$ cat src/ldo_regs_pkg.sv
/*
  package for the regulator channel register bank: offsets, fields, defaults, codes.
  assumes a 32-bit axi4-lite slave with 16-bit registers in the low half of each word.
*/
`default_nettype none
package ldo_regs_pkg;
  // printed offsets are register indices; byte address is four times the index
  localparam logic [7:0] IDX_CONTROL = 8'hC8;
  localparam logic [7:0] IDX_SLOTS = 8'hC9;
  localparam logic [7:0] IDX_LOW_POWER = 8'hCA;
  localparam logic [7:0] IDX_IRQ_STATUS = 8'hCE;
  localparam logic [7:0] IDX_IRQ_MASK = 8'hCF;
  localparam logic [7:0] IDX_HIBERNATE = 8'hD0;

  localparam int AW = 12;

  localparam logic [15:0] CONTROL_MASK = 16'h441F;
  localparam logic [15:0] SLOTS_MASK = 16'hFFC0;
  localparam logic [15:0] LOW_POWER_MASK = 16'h331F;
  localparam logic [15:0] IRQ_MASK_BITS = 16'h0001;
  localparam logic [15:0] HIBERNATE_MASK = 16'h0001;

  localparam int SWI_BIT = 14;
  localparam int OPFLT_BIT = 10;
  localparam int VSEL_LO = 0;
  localparam int ERRACT_LO = 14;
  localparam int ENSLOT_LO = 10;
  localparam int SDSLOT_LO = 6;
  localparam int HIBMODE_LO = 12;
  localparam int HIBTRIG_LO = 8;

  // defaults: mask-option values, overridable by top parameters
  localparam logic [15:0] CONTROL_DEFAULT = 16'h001C;
  localparam logic [15:0] SLOTS_DEFAULT = 16'h0000;
  localparam logic [15:0] LOW_POWER_DEFAULT = 16'h001C;

  localparam logic [3:0] SLOT_NEVER = 4'h0;
  localparam logic [3:0] SLOT_ON_STATE = 4'hF;
  localparam logic [1:0] HIB_USE_IMAGE = 2'h0;
  localparam logic [1:0] HIB_DISABLE = 2'h1;
  localparam logic [1:0] ACT_IGNORE = 2'h0;
  localparam logic [1:0] ACT_SHUT_REG = 2'h1;

  localparam logic [1:0] RESP_OKAY = 2'b00;
  localparam logic [1:0] RESP_SLVERR = 2'b10;

  localparam logic [15:0] MV_BASE_LO = 16'h0384;
  localparam logic [15:0] MV_STEP_LO = 16'h0032;
  localparam logic [15:0] MV_BASE_HI = 16'h0708;
  localparam logic [15:0] MV_STEP_HI = 16'h0064;

  typedef struct packed {
    logic start_at_slot;
    logic start_on_active;
    logic stop_at_slot;
    logic stop_on_off;
    logic [3:0] start_slot;
    logic [3:0] stop_slot;
  } sequence_plan_s;

  typedef struct packed {
    logic regulate;
    logic discharge;
    logic [4:0] voltage_code;
    logic [15:0] voltage_mv;
  } analog_ctrl_s;
endpackage
`default_nettype wire

$ cat src/ldo_regulator_control_regs.sv
/*
  register bank and control decode for one low-dropout regulator channel.
  assumes an axi4-lite master on aclk, a sequencer that reads the slot plan and drives the
  power-state reset pulse, and low-power inputs arriving asynchronously on pins.
*/
// The AXI4-Lite register port is this design's own decision.
// How it works
// mode bit selects regulator or current switch
// disabled channel discharges unless float bit set
// all four channels off forces discharge
// voltage code: 50mV steps then 100mV steps
// fault raises interrupt and applies fault action
// startup slot: never, slot 1-14, on active
// shutdown slot: slot 1-14, else on off
// hibernate uses image voltage or disables output
// trigger field picks hibernate source
// image code encodes like output code
// power state machine restores mask defaults
// 16-bit read/write registers, unlisted bits zero
`timescale 1ns/1ps
`default_nettype none
module ldo_regulator_control_regs
  import ldo_regs_pkg::*;
#(
  parameter logic [15:0] CONTROL_RESET = ldo_regs_pkg::CONTROL_DEFAULT,
  parameter logic [15:0] SLOTS_RESET = ldo_regs_pkg::SLOTS_DEFAULT,
  parameter logic [15:0] LOW_POWER_RESET = ldo_regs_pkg::LOW_POWER_DEFAULT
) (
  input wire logic aclk,
  input wire logic aresetn,
  input wire logic [ldo_regs_pkg::AW-1:0] s_axi_awaddr,
  input wire logic s_axi_awvalid,
  output logic s_axi_awready,
  input wire logic [31:0] s_axi_wdata,
  input wire logic [3:0] s_axi_wstrb,
  input wire logic s_axi_wvalid,
  output logic s_axi_wready,
  output logic [1:0] s_axi_bresp,
  output logic s_axi_bvalid,
  input wire logic s_axi_bready,
  input wire logic [ldo_regs_pkg::AW-1:0] s_axi_araddr,
  input wire logic s_axi_arvalid,
  output logic s_axi_arready,
  output logic [31:0] s_axi_rdata,
  output logic [1:0] s_axi_rresp,
  output logic s_axi_rvalid,
  input wire logic s_axi_rready,
  input wire logic state_defaults_load,
  input wire logic channel_enabled,
  input wire logic [2:0] other_channels_enabled,
  input wire logic channel_fault,
  input wire logic low_power_input_1,
  input wire logic low_power_input_2,
  input wire logic low_power_input_3,
  output ldo_regs_pkg::analog_ctrl_s analog_ctrl,
  output ldo_regs_pkg::sequence_plan_s sequence_plan,
  output logic hibernating,
  output logic regulator_shutdown_req,
  output logic system_shutdown_req,
  output logic irq
);
  import ldo_regs_pkg::*;

  logic [15:0] control_q, slots_q, low_power_q, irq_status_q, irq_mask_q, hibernate_q;
  logic [2:0] lp_meta_q, lp_sync_q;
  logic fault_q;
  logic [ldo_regs_pkg::AW-1:0] awaddr_q;
  logic aw_held_q, w_held_q;
  logic [31:0] wdata_q;
  logic [3:0] wstrb_q;

  function automatic logic [15:0] code_to_mv(input logic [4:0] code);
    logic [15:0] step;
    step = {12'h000, code[3:0]};
    // two linear segments joined at the top bit
    if (code[4]) begin
      code_to_mv = 16'(MV_BASE_HI + 16'(step * MV_STEP_HI));
    end else begin
      code_to_mv = 16'(MV_BASE_LO + 16'(step * MV_STEP_LO));
    end
  endfunction

  function automatic logic [7:0] word_index(input logic [ldo_regs_pkg::AW-1:0] a);
    word_index = a[9:2];
  endfunction

  function automatic logic [15:0] merge16(input logic [15:0] old, input logic [31:0] d,
                                          input logic [3:0] be, input logic [15:0] m);
    logic [15:0] n;
    n = old;
    if (be[0]) begin
      n[7:0] = d[7:0];
    end
    if (be[1]) begin
      n[15:8] = d[15:8];
    end
    merge16 = n & m;
  endfunction

  // write path: address and data may arrive in either order
  wire aw_have = aw_held_q | s_axi_awvalid;
  wire w_have = w_held_q | s_axi_wvalid;
  wire wr_fire = aw_have & w_have & ~s_axi_bvalid;
  wire [ldo_regs_pkg::AW-1:0] wr_addr = aw_held_q ? awaddr_q : s_axi_awaddr;
  wire [31:0] wr_data = w_held_q ? wdata_q : s_axi_wdata;
  wire [3:0] wr_strb = w_held_q ? wstrb_q : s_axi_wstrb;
  wire [7:0] wr_idx = word_index(wr_addr);
  wire wr_high_zero = wr_addr[ldo_regs_pkg::AW-1:10] == '0;
  wire wr_ctl = wr_fire & wr_high_zero & (wr_idx == IDX_CONTROL);
  wire wr_slt = wr_fire & wr_high_zero & (wr_idx == IDX_SLOTS);
  wire wr_lp = wr_fire & wr_high_zero & (wr_idx == IDX_LOW_POWER);
  wire wr_ist = wr_fire & wr_high_zero & (wr_idx == IDX_IRQ_STATUS);
  wire wr_imk = wr_fire & wr_high_zero & (wr_idx == IDX_IRQ_MASK);
  wire wr_hib = wr_fire & wr_high_zero & (wr_idx == IDX_HIBERNATE);
  wire wr_hit = wr_ctl | wr_slt | wr_lp | wr_ist | wr_imk | wr_hib;

  assign s_axi_awready = ~aw_held_q & ~s_axi_bvalid;
  assign s_axi_wready = ~w_held_q & ~s_axi_bvalid;

  // read path
  wire rd_fire = s_axi_arvalid & ~s_axi_rvalid;
  wire [7:0] rd_idx = word_index(s_axi_araddr);
  wire rd_high_zero = s_axi_araddr[ldo_regs_pkg::AW-1:10] == '0;
  wire rd_ctl = rd_high_zero & (rd_idx == IDX_CONTROL);
  wire rd_slt = rd_high_zero & (rd_idx == IDX_SLOTS);
  wire rd_lp = rd_high_zero & (rd_idx == IDX_LOW_POWER);
  wire rd_ist = rd_high_zero & (rd_idx == IDX_IRQ_STATUS);
  wire rd_imk = rd_high_zero & (rd_idx == IDX_IRQ_MASK);
  wire rd_hib = rd_high_zero & (rd_idx == IDX_HIBERNATE);
  wire rd_hit = rd_ctl | rd_slt | rd_lp | rd_ist | rd_imk | rd_hib;
  // unlisted bits and the upper half read as zero
  wire [15:0] rd_word = ({16{rd_ctl}} & control_q) | ({16{rd_slt}} & slots_q) |
                        ({16{rd_lp}} & low_power_q) | ({16{rd_ist}} & irq_status_q) |
                        ({16{rd_imk}} & irq_mask_q) | ({16{rd_hib}} & hibernate_q);
  assign s_axi_arready = ~s_axi_rvalid;

  // field decode
  wire switch_mode_select = control_q[SWI_BIT];
  wire output_float_select = control_q[OPFLT_BIT];
  wire [4:0] output_voltage_code = control_q[VSEL_LO +: 5];
  wire [1:0] fault_action = slots_q[ERRACT_LO +: 2];
  wire [3:0] startup_slot = slots_q[ENSLOT_LO +: 4];
  wire [3:0] shutdown_slot = slots_q[SDSLOT_LO +: 4];
  wire [1:0] hibernate_behaviour = low_power_q[HIBMODE_LO +: 2];
  wire [1:0] hibernate_trigger_select = low_power_q[HIBTRIG_LO +: 2];
  wire [4:0] image_voltage_code = low_power_q[VSEL_LO +: 5];

  // source select; pins are used only after the second flop
  wire [3:0] hib_sources = {lp_sync_q, hibernate_q[0]};
  wire hib_active = hib_sources[hibernate_trigger_select];
  // reserved codes behave like image settings, the gentler choice
  wire hib_off = hib_active & (hibernate_behaviour == HIB_DISABLE);
  wire use_image = hib_active & (hibernate_behaviour != HIB_DISABLE);
  wire out_on = channel_enabled & ~hib_off;
  wire all_off = ~channel_enabled & (other_channels_enabled == 3'b000);
  wire [4:0] active_code = use_image ? image_voltage_code : output_voltage_code;

  // fault edge sets the sticky bit; same-cycle clear loses to the set
  wire fault_event = channel_fault & ~fault_q;
  wire [15:0] irq_clear = wr_ist ? (wr_data[15:0] & {16{wr_strb[0]}}) : 16'h0000;
  wire [15:0] irq_status_d = ((irq_status_q & ~irq_clear) | {15'h0000, fault_event}) &
                             IRQ_MASK_BITS;

  always_ff @(posedge aclk) begin
    if (!aresetn) begin
      lp_meta_q <= 3'b000;
      lp_sync_q <= 3'b000;
      fault_q <= 1'b0;
    end else begin
      lp_meta_q <= {low_power_input_3, low_power_input_2, low_power_input_1};
      lp_sync_q <= lp_meta_q;
      fault_q <= channel_fault;
    end
  end

  // defaults come back on reset and on every power-state reload
  always_ff @(posedge aclk) begin
    if (!aresetn || state_defaults_load) begin
      control_q <= CONTROL_RESET & CONTROL_MASK;
      slots_q <= SLOTS_RESET & SLOTS_MASK;
      low_power_q <= LOW_POWER_RESET & LOW_POWER_MASK;
    end else begin
      // writes land on listed bits only
      if (wr_ctl) begin
        control_q <= merge16(control_q, wr_data, wr_strb, CONTROL_MASK);
      end
      if (wr_slt) begin
        slots_q <= merge16(slots_q, wr_data, wr_strb, SLOTS_MASK);
      end
      if (wr_lp) begin
        low_power_q <= merge16(low_power_q, wr_data, wr_strb, LOW_POWER_MASK);
      end
    end
  end

  always_ff @(posedge aclk) begin
    if (!aresetn) begin
      irq_status_q <= 16'h0000;
      irq_mask_q <= 16'h0000;
      hibernate_q <= 16'h0000;
    end else begin
      irq_status_q <= irq_status_d;
      if (wr_imk) begin
        irq_mask_q <= merge16(irq_mask_q, wr_data, wr_strb, IRQ_MASK_BITS);
      end
      if (wr_hib) begin
        hibernate_q <= merge16(hibernate_q, wr_data, wr_strb, HIBERNATE_MASK);
      end
    end
  end

  always_ff @(posedge aclk) begin
    if (!aresetn) begin
      aw_held_q <= 1'b0;
      w_held_q <= 1'b0;
      awaddr_q <= '0;
      wdata_q <= 32'h0000_0000;
      wstrb_q <= 4'h0;
      s_axi_bvalid <= 1'b0;
      s_axi_bresp <= RESP_OKAY;
    end else if (wr_fire) begin
      aw_held_q <= 1'b0;
      w_held_q <= 1'b0;
      s_axi_bvalid <= 1'b1;
      s_axi_bresp <= wr_hit ? RESP_OKAY : RESP_SLVERR;
    end else begin
      if (s_axi_awvalid && s_axi_awready) begin
        aw_held_q <= 1'b1;
        awaddr_q <= s_axi_awaddr;
      end
      if (s_axi_wvalid && s_axi_wready) begin
        w_held_q <= 1'b1;
        wdata_q <= s_axi_wdata;
        wstrb_q <= s_axi_wstrb;
      end
      if (s_axi_bvalid && s_axi_bready) begin
        s_axi_bvalid <= 1'b0;
      end
    end
  end

  always_ff @(posedge aclk) begin
    if (!aresetn) begin
      s_axi_rvalid <= 1'b0;
      s_axi_rdata <= 32'h0000_0000;
      s_axi_rresp <= RESP_OKAY;
    end else if (rd_fire) begin
      s_axi_rvalid <= 1'b1;
      s_axi_rdata <= {16'h0000, rd_word};
      s_axi_rresp <= rd_hit ? RESP_OKAY : RESP_SLVERR;
    end else if (s_axi_rready) begin
      s_axi_rvalid <= 1'b0;
    end
  end

  // outputs to the analog channel and sequencer, all from flops
  always_ff @(posedge aclk) begin
    if (!aresetn) begin
      analog_ctrl <= '0;
      sequence_plan <= '0;
      hibernating <= 1'b0;
      regulator_shutdown_req <= 1'b0;
      system_shutdown_req <= 1'b0;
      irq <= 1'b0;
    end else begin
      // in switch mode the voltage code is not applied
      analog_ctrl.regulate <= ~switch_mode_select;
      analog_ctrl.voltage_code <= switch_mode_select ? 5'h00 : active_code;
      analog_ctrl.voltage_mv <= switch_mode_select ? 16'h0000 : code_to_mv(active_code);
      // discharge when off unless floating, forced when all four are off
      analog_ctrl.discharge <= ~out_on & (~output_float_select | all_off);

      sequence_plan.start_at_slot <= (startup_slot != SLOT_NEVER) &&
                                     (startup_slot != SLOT_ON_STATE);
      sequence_plan.start_on_active <= startup_slot == SLOT_ON_STATE;
      sequence_plan.start_slot <= startup_slot;

      sequence_plan.stop_at_slot <= (shutdown_slot != SLOT_NEVER) &&
                                    (shutdown_slot != SLOT_ON_STATE);
      sequence_plan.stop_on_off <= (shutdown_slot == SLOT_NEVER) ||
                                   (shutdown_slot == SLOT_ON_STATE);
      sequence_plan.stop_slot <= shutdown_slot;
      hibernating <= hib_active;
      // one-cycle requests on the fault edge
      regulator_shutdown_req <= fault_event & (fault_action == ACT_SHUT_REG);
      system_shutdown_req <= fault_event & fault_action[1];
      irq <= |(irq_status_d & irq_mask_q);
    end
  end
endmodule
`default_nettype wire

$ cat config.mk
export PLATFORM = sky130hd
export DESIGN_NAME = ldo_regulator_control_regs
export DESIGN_NICKNAME = d
export VERILOG_FILES = /design/src/ldo_regs_pkg.sv /design/src/ldo_regulator_control_regs.sv
export SDC_FILE = /design/constraint.sdc
export NUM_CORES = 1
export LEC_CHECK = 0
export CAP_MARGIN = 30
export CELL_PAD_IN_SITES_DETAIL_PLACEMENT = 0
export CELL_PAD_IN_SITES_GLOBAL_PLACEMENT = 1
export CORE_ASPECT_RATIO = 1.1
export CORE_MARGIN = 1
export CORE_UTILIZATION = 47
export DETAILED_ROUTE_END_ITERATION = 8
export DONT_BUFFER_PORTS = 1
export PLACE_DENSITY_LB_ADDON = 0.05
export SETUP_SLACK_MARGIN = 0.05
export SLEW_MARGIN = 25
export SYNTH_ARGS = -nofsm -noshare
export SYNTH_HDL_FRONTEND = slang
export SYNTH_SLANG_ARGS = --single-unit
$ cat constraint.sdc
create_clock -name aclk -period 4.25 [get_ports aclk]
set_clock_uncertainty 0.05 [all_clocks]
set_input_delay 0.425 -clock aclk [delete_from_list [all_inputs] [get_ports aclk]]
set_output_delay 0.425 -clock aclk [all_outputs]
set_load 0.005 [all_outputs]
==> results of run 1 <==
## synthesized netlist by cell type, types with 4 or more instances
cell type,instances,share of area
sky130_fd_sc_hd__a22oi_1,10,0.014
sky130_fd_sc_hd__mux2i_1,36,0.066
sky130_fd_sc_hd__a21boi_0,18,0.025
sky130_fd_sc_hd__nor2_1,27,0.019
sky130_fd_sc_hd__nor2b_1,26,0.030
sky130_fd_sc_hd__mux2_2,20,0.041
sky130_fd_sc_hd__and2_1,26,0.030
sky130_fd_sc_hd__clkbuf_1,15,0.010
sky130_fd_sc_hd__and3_1,4,0.0046
sky130_fd_sc_hd__nand2b_1,10,0.011
sky130_fd_sc_hd__nand3_1,16,0.015
sky130_fd_sc_hd__dfxtp_1,118,0.43
sky130_fd_sc_hd__nand2_1,68,0.047
sky130_fd_sc_hd__inv_1,11,0.0075
sky130_fd_sc_hd__a21oi_1,15,0.014
sky130_fd_sc_hd__xor2_1,6,0.0096
sky130_fd_sc_hd__ha_1,8,0.018
sky130_fd_sc_hd__xnor2_1,4,0.0064
sky130_fd_sc_hd__a22o_1,4,0.0064
sky130_fd_sc_hd__nor3_1,11,0.010
sky130_fd_sc_hd__buf_2,5,0.0046
sky130_fd_sc_hd__nand3b_1,7,0.0096
sky130_fd_sc_hd__buf_4,25,0.034
sky130_fd_sc_hd__o21ai_0,24,0.022
sky130_fd_sc_hd__or3_1,4,0.0046
sky130_fd_sc_hd__o21ai_2,6,0.0096
## state kept, by name, summed over array words and instances, names as in the netlist, 2 cells and up
name,cells
wstrb_q,2
wdata_q,15
sequence_plan,12
lp_sync_q,3
awaddr_q,10
lp_meta_q,3
control_q,7
s_axi_rdata,15
low_power_q,9
slots_q,10
analog_ctrl,18
## worst paths after layout
check	start	endpoint	slack (ns)	cells past startpoint
setup / recovery	low_power_q[9]$_SDFFE_PP0P_	analog_ctrl[9]$_SDFF_PP0_	0.49	12
hold / removal	aresetn	sequence_plan[0]$_SDFF_PN0_	0.1	1
setup reg to reg	low_power_q[9]$_SDFFE_PP0P_	analog_ctrl[9]$_SDFF_PP0_	0.49	12
hold reg to reg	lp_meta_q[0]$_SDFF_PN0_	lp_sync_q[0]$_SDFF_PN0_	0.40	1
## area by class of cell
class / count / area, µm²
flip-flops and latches: 118 / 2362
clock buffers: 19 / 442.9
clock inverters: 13 / 180.2
repair buffers: 3 / 22.52
inverters: 11 / 41.29
multi-input cells: 426 / 2819
well taps: 147 / 183.9
fillers: 1039 / 5059
## per-layer routing
metal / vias up / global-route usage
li1: 1973 / -
met1: 1801 / 0.2328
met2: 98 / 0.3536
met3: 18 / 0.06633
met4: 0 / 0.08732
met5: - / 0
## power by group through the flow
stage               Combinational [mW]  Clock (mW)  Sequential [mW]
floorplan                        0.149           0             1.17
global placement                 0.142           0             1.18
detailed placement               0.143           0             1.18
global route                     0.159        1.57             1.16
CTS                              0.144        1.52             1.16
finish                           0.142        1.50             1.16
## worst register-to-register path, cell delays in order, from the launching register on
cell	delay [ns]
sky130_fd_sc_hd__dfxtp_1	0.44
sky130_fd_sc_hd__mux2_4	0.34
sky130_fd_sc_hd__and3_4	0.19
sky130_fd_sc_hd__nor2_4	0.23
sky130_fd_sc_hd__mux2i_2	0.42
sky130_fd_sc_hd__inv_1	0.09
sky130_fd_sc_hd__ha_1	0.35
sky130_fd_sc_hd__fa_1	0.59
sky130_fd_sc_hd__and3_1	0.22
sky130_fd_sc_hd__o2111ai_1	0.17
sky130_fd_sc_hd__and4_1	0.27
sky130_fd_sc_hd__xor2_1	0.17
sky130_fd_sc_hd__a21oi_1	0.15
## logic make-up after synthesis
group / Yosys count / synth area share
multiplexers: 60 / 0.1176
AO/OA/AOI/OAI: 100 / 0.1240
other: 1 / 0.0006855
flip-flops: 118 / 0.4318
buffers and inverters: 63 / 0.06862
XOR/XNOR: 10 / 0.01601
adder cells (fa/ha/maj): 9 / 0.02196
AND/OR/NAND/NOR: 223 / 0.2194
==> impl.org, run 1 <==
** Placed design
- Number of buffers inserted by port buffering :: 0
- Post-detailed-placement half-perimeter wirelength :: 8601 µm
- After detailed placement, the total cell area comes to 5429 µm².
- Routability-driven placement finished with a final weighted congestion of 0.8070.
- Place WS :: 0.5468 ns
- Once placement completed, the tool counted placed cells totaling 705.

** STA
- Final worst hold slack :: 0.09898 ns
- Derived from the worst setup path, the maximum achievable clock frequency is 265.9 MHz.
- Slew at the pin closest to its max-slew limit :: 0.7379 ns
- Final Slew Violations :: 0
- Final sum of negative setup slack :: 0 ns
- Minimum clock period after layout :: 3.761 ns
- Setup repair after global routing left no endpoint under its margin.
- Dividing the final minimum period by the clock period gives 0.8850.
- Count of final hold-check violations :: 0
- Setup violations remaining at the end of the flow were counted as 0.
- Worst relative slew slack :: 0.5066
- Worst Slack Setup Final :: 0.4888 ns

** Global route
- Global-route congestion overflow total :: 0
- The number of antenna violations at the first check in global routing was 0.
- The first global-routing pass estimated 18810 µm of wire.
- Global Route Usage Sum :: 0.2043
- Vias in the first global route :: 3677
- Entering global routing, the biggest net connects 75 pins.

** Synth
- For this run, the number of Yosys warnings is 0.
- The most used flip-flop cell after synthesis is sky130_fd_sc_hd__dfxtp_1.
- For this run, the register share of the synthesized area comes to 0.4318.
- Average footprint of a synthesized cell :: 9.367 µm²
- Syn Std Cell Area :: 5470 µm²
- Synth async-reset ratio :: 0
- Number of flops mapped to enable cells by yosys :: 0
- Number of distinct library cell variants in the gate-level netlist after synthesis :: 66
- Synthesized netlist cell count :: 584
- Flop and latch count out of synthesis :: 118

** Drt
- The count of nets left with antenna violations once routing finished came out at 0.
- The first TritonRoute pass finished after 6 iterations.
- The routed design has 11910 µm of wire.
- In the final routing, the length of wire on met1 measures 5146 µm.
- Residual DRC :: 0
- Starting DRC count in detailed routing :: 155
- After detailed routing, the average wire length per cell comes to 16.16 µm.
- Met3 wire length :: 649 µm
- Met2 WL :: 5897 µm
- Uppermost metal layer occupied by signal nets :: met4
- Vias/cell :: 5.278
- Across all layers, the routed design uses 3890 vias.

** Cells and area
- The finished cells cover 6052 µm².
- Non-Filler Instances :: 737
- Synth-to-layout area growth :: 10.64%
- At the end of the flow the core is filled with cells to 0.5447.
- Leaving out fill and tap cells, the most frequent cells in the layout are 118 x sky130_fd_sc_hd__dfxtp_1, 68 x sky130_fd_sc_hd__nand2_1, 36 x sky130_fd_sc_hd__mux2i_1, 27 x sky130_fd_sc_hd__nor2_1.
- Antenna Cells :: 0
- Share of cells above drive strength 1 :: 0.1288
- Commonest non-fill, non-tap cell in the layout :: sky130_fd_sc_hd__dfxtp_1
- The net count of the finished layout is 662.

** Power
- Proportion of power drawn by combinational gates :: 0.051
- Worst-case vdd ir drop :: 0.2416 mV
- Switching power total :: 0.6048 mW
- Internal Pwr Total :: 2.190 mW
- Total power for the finished layout comes to 2.795 mW.
- Power spread over the standard cell area amounts to 461.8 nW/µm².
- The share of total power dissipated in sequential elements is 0.414.
- Share of total power in the clock network :: 0.535
- Sw Share :: 0.2164
- Static Leak :: 2.327 nW

** Worst setup path
- In this run the worst path has a maximum fanout of 6.
- Critical Path Source Type :: register
- The cell family contributing the most delay on the critical path is adder cells.
- At the worst endpoint, the required time is 4.54 ns.
- The critical path in this run is classified as register to register.
- Worst path arrival time :: 4.05 ns
- Traced cell by cell, the critical path runs through mux2_4 -> and3_4 -> nor2_4 -> mux2i_2 -> inv_1 -> ha_1 -> fa_1 -> and3_1 -> o2111ai_1 -> and4_1 -> xor2_1 -> a21oi_1.
- For this run, the slowest stage of the critical path takes 0.59 ns.
- Capturing element type of the critical path :: register
- For this design, the slowest cell found on the critical path is sky130_fd_sc_hd__fa_1.
- The number of buffers and inverters on the critical path is 1.

** Floorplan
- Core region area :: 11110 µm²
- In this run the core area contains 40 standard-cell rows.
- Top-level I/O count :: 156
- The die is 115.2 µm tall.
- The die covers 12070 µm².
- Starting density of the core :: 0.4923
- Die width :: 104.9 µm

** Clock tree
- Hold buffers post-CTS :: 0
- The clock reaches the later pin of the worst-skew pair after 0.41 ns.
- Clock Pin Slew Worst Setup and Hold Paths :: 0.06 ns
- CTS Root Buffer Type :: sky130_fd_sc_hd__clkbuf_16
- The H-tree was split into 4 levels.
- CTS tree :: done
- Number of buffers created by CTS :: 17
- Once the clock tree was built, the setup fixing pass inserted 0 buffers.
- Clock tree synthesis found a total of 118 sinks.
- CTS Buffer Depth :: 2
- After clock tree synthesis, the repair step resized 0 gates.

** Job
- Max-cap violations in this run came to 0.

** Status
- Result of the run :: finished clean

** Worst hold path
- The tightest min-delay check is of the input pin to register type.
Note: power is estimated with default switching activity, not from simulation.
==> run 2: changes to the inputs <==
--- a/config.mk
+++ b/config.mk
@@ -9,11 +9,11 @@
 export CELL_PAD_IN_SITES_DETAIL_PLACEMENT = 0
 export CELL_PAD_IN_SITES_GLOBAL_PLACEMENT = 1
 export CORE_ASPECT_RATIO = 1.1
-export CORE_MARGIN = 1
 export CORE_UTILIZATION = 47
 export DETAILED_ROUTE_END_ITERATION = 8
 export DONT_BUFFER_PORTS = 1
 export PLACE_DENSITY_LB_ADDON = 0.05
+export REMOVE_ABC_BUFFERS = 1
 export SETUP_SLACK_MARGIN = 0.05
 export SLEW_MARGIN = 25
 export SYNTH_ARGS = -nofsm -noshare
==> run 2 against run 1 <==
Critical path depth is the same. Register-to-register slack gained 0.06 ns. Sequential share of layout area shrank 0.21 points. Setup slack gained 0.058 ns. Largest cell class unchanged. Die area is the same. Global-route usage shrank 0.78 points. Core utilization grew 0.29 points.
==> impl.org, run 2 (same netlist as run 1, synthesis figures left out) <==
** Status
- Result of the run :: finished clean

** Drt
- Residual DRC :: 0
- Overall via count from detail_route :: 3878
- Starting DRC count in detailed routing :: 164
- Post-detailed-route count of antenna-violating nets :: 0
- Before antenna repair, the detailed router went through 6 iterations.
- The final layout contains routed wiring with a total length of 11760 µm.
- Vias/cell :: 5.262
- Detailed-route wire length per cell :: 15.95 µm

** Floorplan
- Vertical die dimension :: 115.2 µm
- The die covers 12070 µm².
- Row Count :: 40
- Core region area :: 11110 µm²
- For this configuration, the core starts out at a cell density of 0.4923.
- Die width :: 104.9 µm
- During I/O placement, the number of pins put on the boundary was 156.

** Cells and area
- Register with the most flip-flops :: analog_ctrl
- Top Registers :: analog_ctrl (18), s_axi_rdata (15), wdata_q (15)
- Most frequent cells in the layout :: 118 x sky130_fd_sc_hd__dfxtp_1, 68 x sky130_fd_sc_hd__nand2_1, 36 x sky130_fd_sc_hd__mux2i_1, 27 x sky130_fd_sc_hd__nor2_1
- Antenna Cells :: 0
- Summed area of non-filler cells in the final layout :: 6085 µm²
- Max reg flops :: 18
- After the last flow step, the layout net total stands at 662.
- Relative to the synthesized area, the layout overhead comes to 11.23%.
- Commonest non-fill, non-tap cell in the layout :: sky130_fd_sc_hd__dfxtp_1
- Share of cells above drive strength 1 :: 0.1305

** Clock tree
- In this run the post-CTS setup repair buffer count came out at 0.
- CTS Root Buffer Type :: sky130_fd_sc_hd__clkbuf_16
- TritonCTS built the clock tree.
- The later pin in the worst-skew pair is clocked with a latency of 0.41 ns.
- Post-CTS resize count :: 0
- H-tree depth :: 4
- Buffers inserted during clock tree synthesis total 17.
- Clock-pin slew was measured on the worst setup and hold paths at 0.06 ns.
- CTS Buffer Depth :: 2
- Hold buffers post-CTS :: 0
- Clock sink count :: 118

** Worst setup path
- CP Class :: register to register
- Capturing element type of the critical path :: register
- Biggest fanout along the worst timing path :: 6
- Flop2flop setup slack :: 0.55 ns
- Launch point of the worst path :: low_power_q[9]$_SDFFE_PP0P_
- The critical path goes through mux2_4 -> and3_4 -> nor2_4 -> mux2i_2 -> inv_1 -> ha_1 -> fa_1 -> and3_1 -> o2111ai_1 -> and4_1 -> xor2_1 -> a21oi_1.
- The endpoint identified for the worst register-to-register timing path is analog_ctrl[9]$_SDFF_PP0_.
- Worst-path cell with the longest stage delay :: sky130_fd_sc_hd__fa_1
- Data on the critical path arrives at its endpoint at 3.99 ns.
- In this run the critical register-to-register path is launched from low_power_q[9]$_SDFFE_PP0P_.
- Timing endpoint of the critical path :: analog_ctrl[9]$_SDFF_PP0_
- Max stage delay on crit path :: 0.59 ns
- Worst endpoint required time :: 4.54 ns
- STA classifies the critical path startpoint as a register.
- Worst reg-to-reg path cell count :: 12

** Placed design
- After detailed placement, the total cell area comes to 5429 µm².
- Summed over all nets, the half-perimeter wirelength after detailed placement is 8196 µm.
- At the end of routability-driven placement, the weighted congestion stood at 0.7767.
- Port buffering added 0 buffers.

** STA
- Timing would allow up to 270.1 MHz.
- # setup viols final :: 0
- Final sum of negative setup slack :: 0 ns
- In the finished design, the share of the clock period the worst path needs comes to 0.8713.
- RSZ-0062 raised after global routing :: false
- For the pin with the worst max-slew slack, the measured transition is 0.8006 ns.
- Final Slew Violations :: 0
- Count of final hold-check violations :: 0
- Subtracting the final worst setup slack from the clock period gives 3.703 ns.
- Measured against its own limit, the worst slew margin works out to 0.4646.

** Job
- Count of maximum capacitance violations :: 0

** Power
- Total power density per cell area :: 471.7 nW/µm²
- Worst-case vdd ir drop :: 0.2243 mV
- For this design the static power due to leakage is 2.347 nW.
- Power, Total :: 2.870 mW

** Worst hold path
- Class of the tightest hold or removal check :: input pin to register
- Depth of the worst hold-timing path :: 2

** Global route
- In the global route stage, overall resource usage came out at 0.1965.
- Entering global routing, the biggest net connects 75 pins.
- Number of antenna violations at the first check in global routing :: 0
- Vias in the first global route :: 3586
- The first global-routing pass estimated 18230 µm of wire.
- After global routing the overflow that remains totals 0.
[run 2: changes by cell type in the layout (fill, tap and decap cells not counted), sizes merged]
cell / previous run / this run
clkinvlp: 3 / 2
bufinv: 4 / 5
[run 2: worst max-delay path, delay by kind of cell, from the launching register on]
family / cells / cell delay [ns]
XOR/XNOR: 1 / 0.17
buffers and inverters: 1 / 0.08
AO/OA/AOI/OAI: 2 / 0.31
adder cells (fa/ha/maj): 2 / 0.95
AND/OR/NAND/NOR: 4 / 0.92
flip-flops: 1 / 0.42
multiplexers: 2 / 0.75
[run 2: how the worst min path moves through the flow]
stage                            startpoint                          to  slack, ns
floorplan           lp_meta_q[0]$_SDFF_PN0_     lp_sync_q[0]$_SDFF_PN0_       0.36
global placement    lp_meta_q[1]$_SDFF_PN0_     lp_sync_q[1]$_SDFF_PN0_       0.37
detailed placement  lp_meta_q[0]$_SDFF_PN0_     lp_sync_q[0]$_SDFF_PN0_       0.37
CTS                                 aresetn   s_axi_bvalid$_SDFFE_PN0P_       0.08
global route                        aresetn  analog_ctrl[21]$_SDFF_PN0_       0.09
finish                      s_axi_wdata[15]    wdata_q[15]$_SDFFE_PN0P_       0.10
[run 2: cell type report]
| type | instances | area, µm² |
|---|---|---|
| Tap cell | 147 | 183.9 |
| Timing Repair Buffer | 3 | 22.52 |
| Clock buffer | 19 | 452.9 |
| Multi-Input combinational cell | 426 | 2819 |
| Inverter | 11 | 41.29 |
| Fill cell | 1047 | 5026 |
| Clock inverter | 13 | 202.7 |
| Sequential cell | 118 | 2362 |
[run 2: routing by layer]
layer,wire [µm],share of wire,vias up,GRT usage
li1,-,-,1967,-
met1,5415,0.46,1789,0.2435
met2,5486,0.47,111,0.3219
met3,736,0.063,11,0.06122
met4,119,0.010,0,0.07606
met5,0,0,-,0
[run 2: through the flow]
step | utilization | hold WS [ns] | worst slack, ns | instances
2_1_floorplan | - | 0.3618 | 0.8076 | 555
3_3_place_gp | 0.4886 | 0.3659 | 0.5594 | 705
3_5_place_dp | 0.4886 | 0.3693 | 0.5526 | 705
4_1_cts | 0.5476 | 0.07695 | 0.5355 | 737
5_1_grt | 0.5476 | 0.08716 | 0.3948 | 737
6_report | 0.5476 | 0.1005 | 0.5470 | 737
[run 2: where the power goes]
part	internal [mW]	switching (mW)	total [mW]
logic	0.0613	0.0789	0.140
registers	1.14	0.0215	1.16
clock network	1.07	0.504	1.57
total	2.27	0.605	2.87
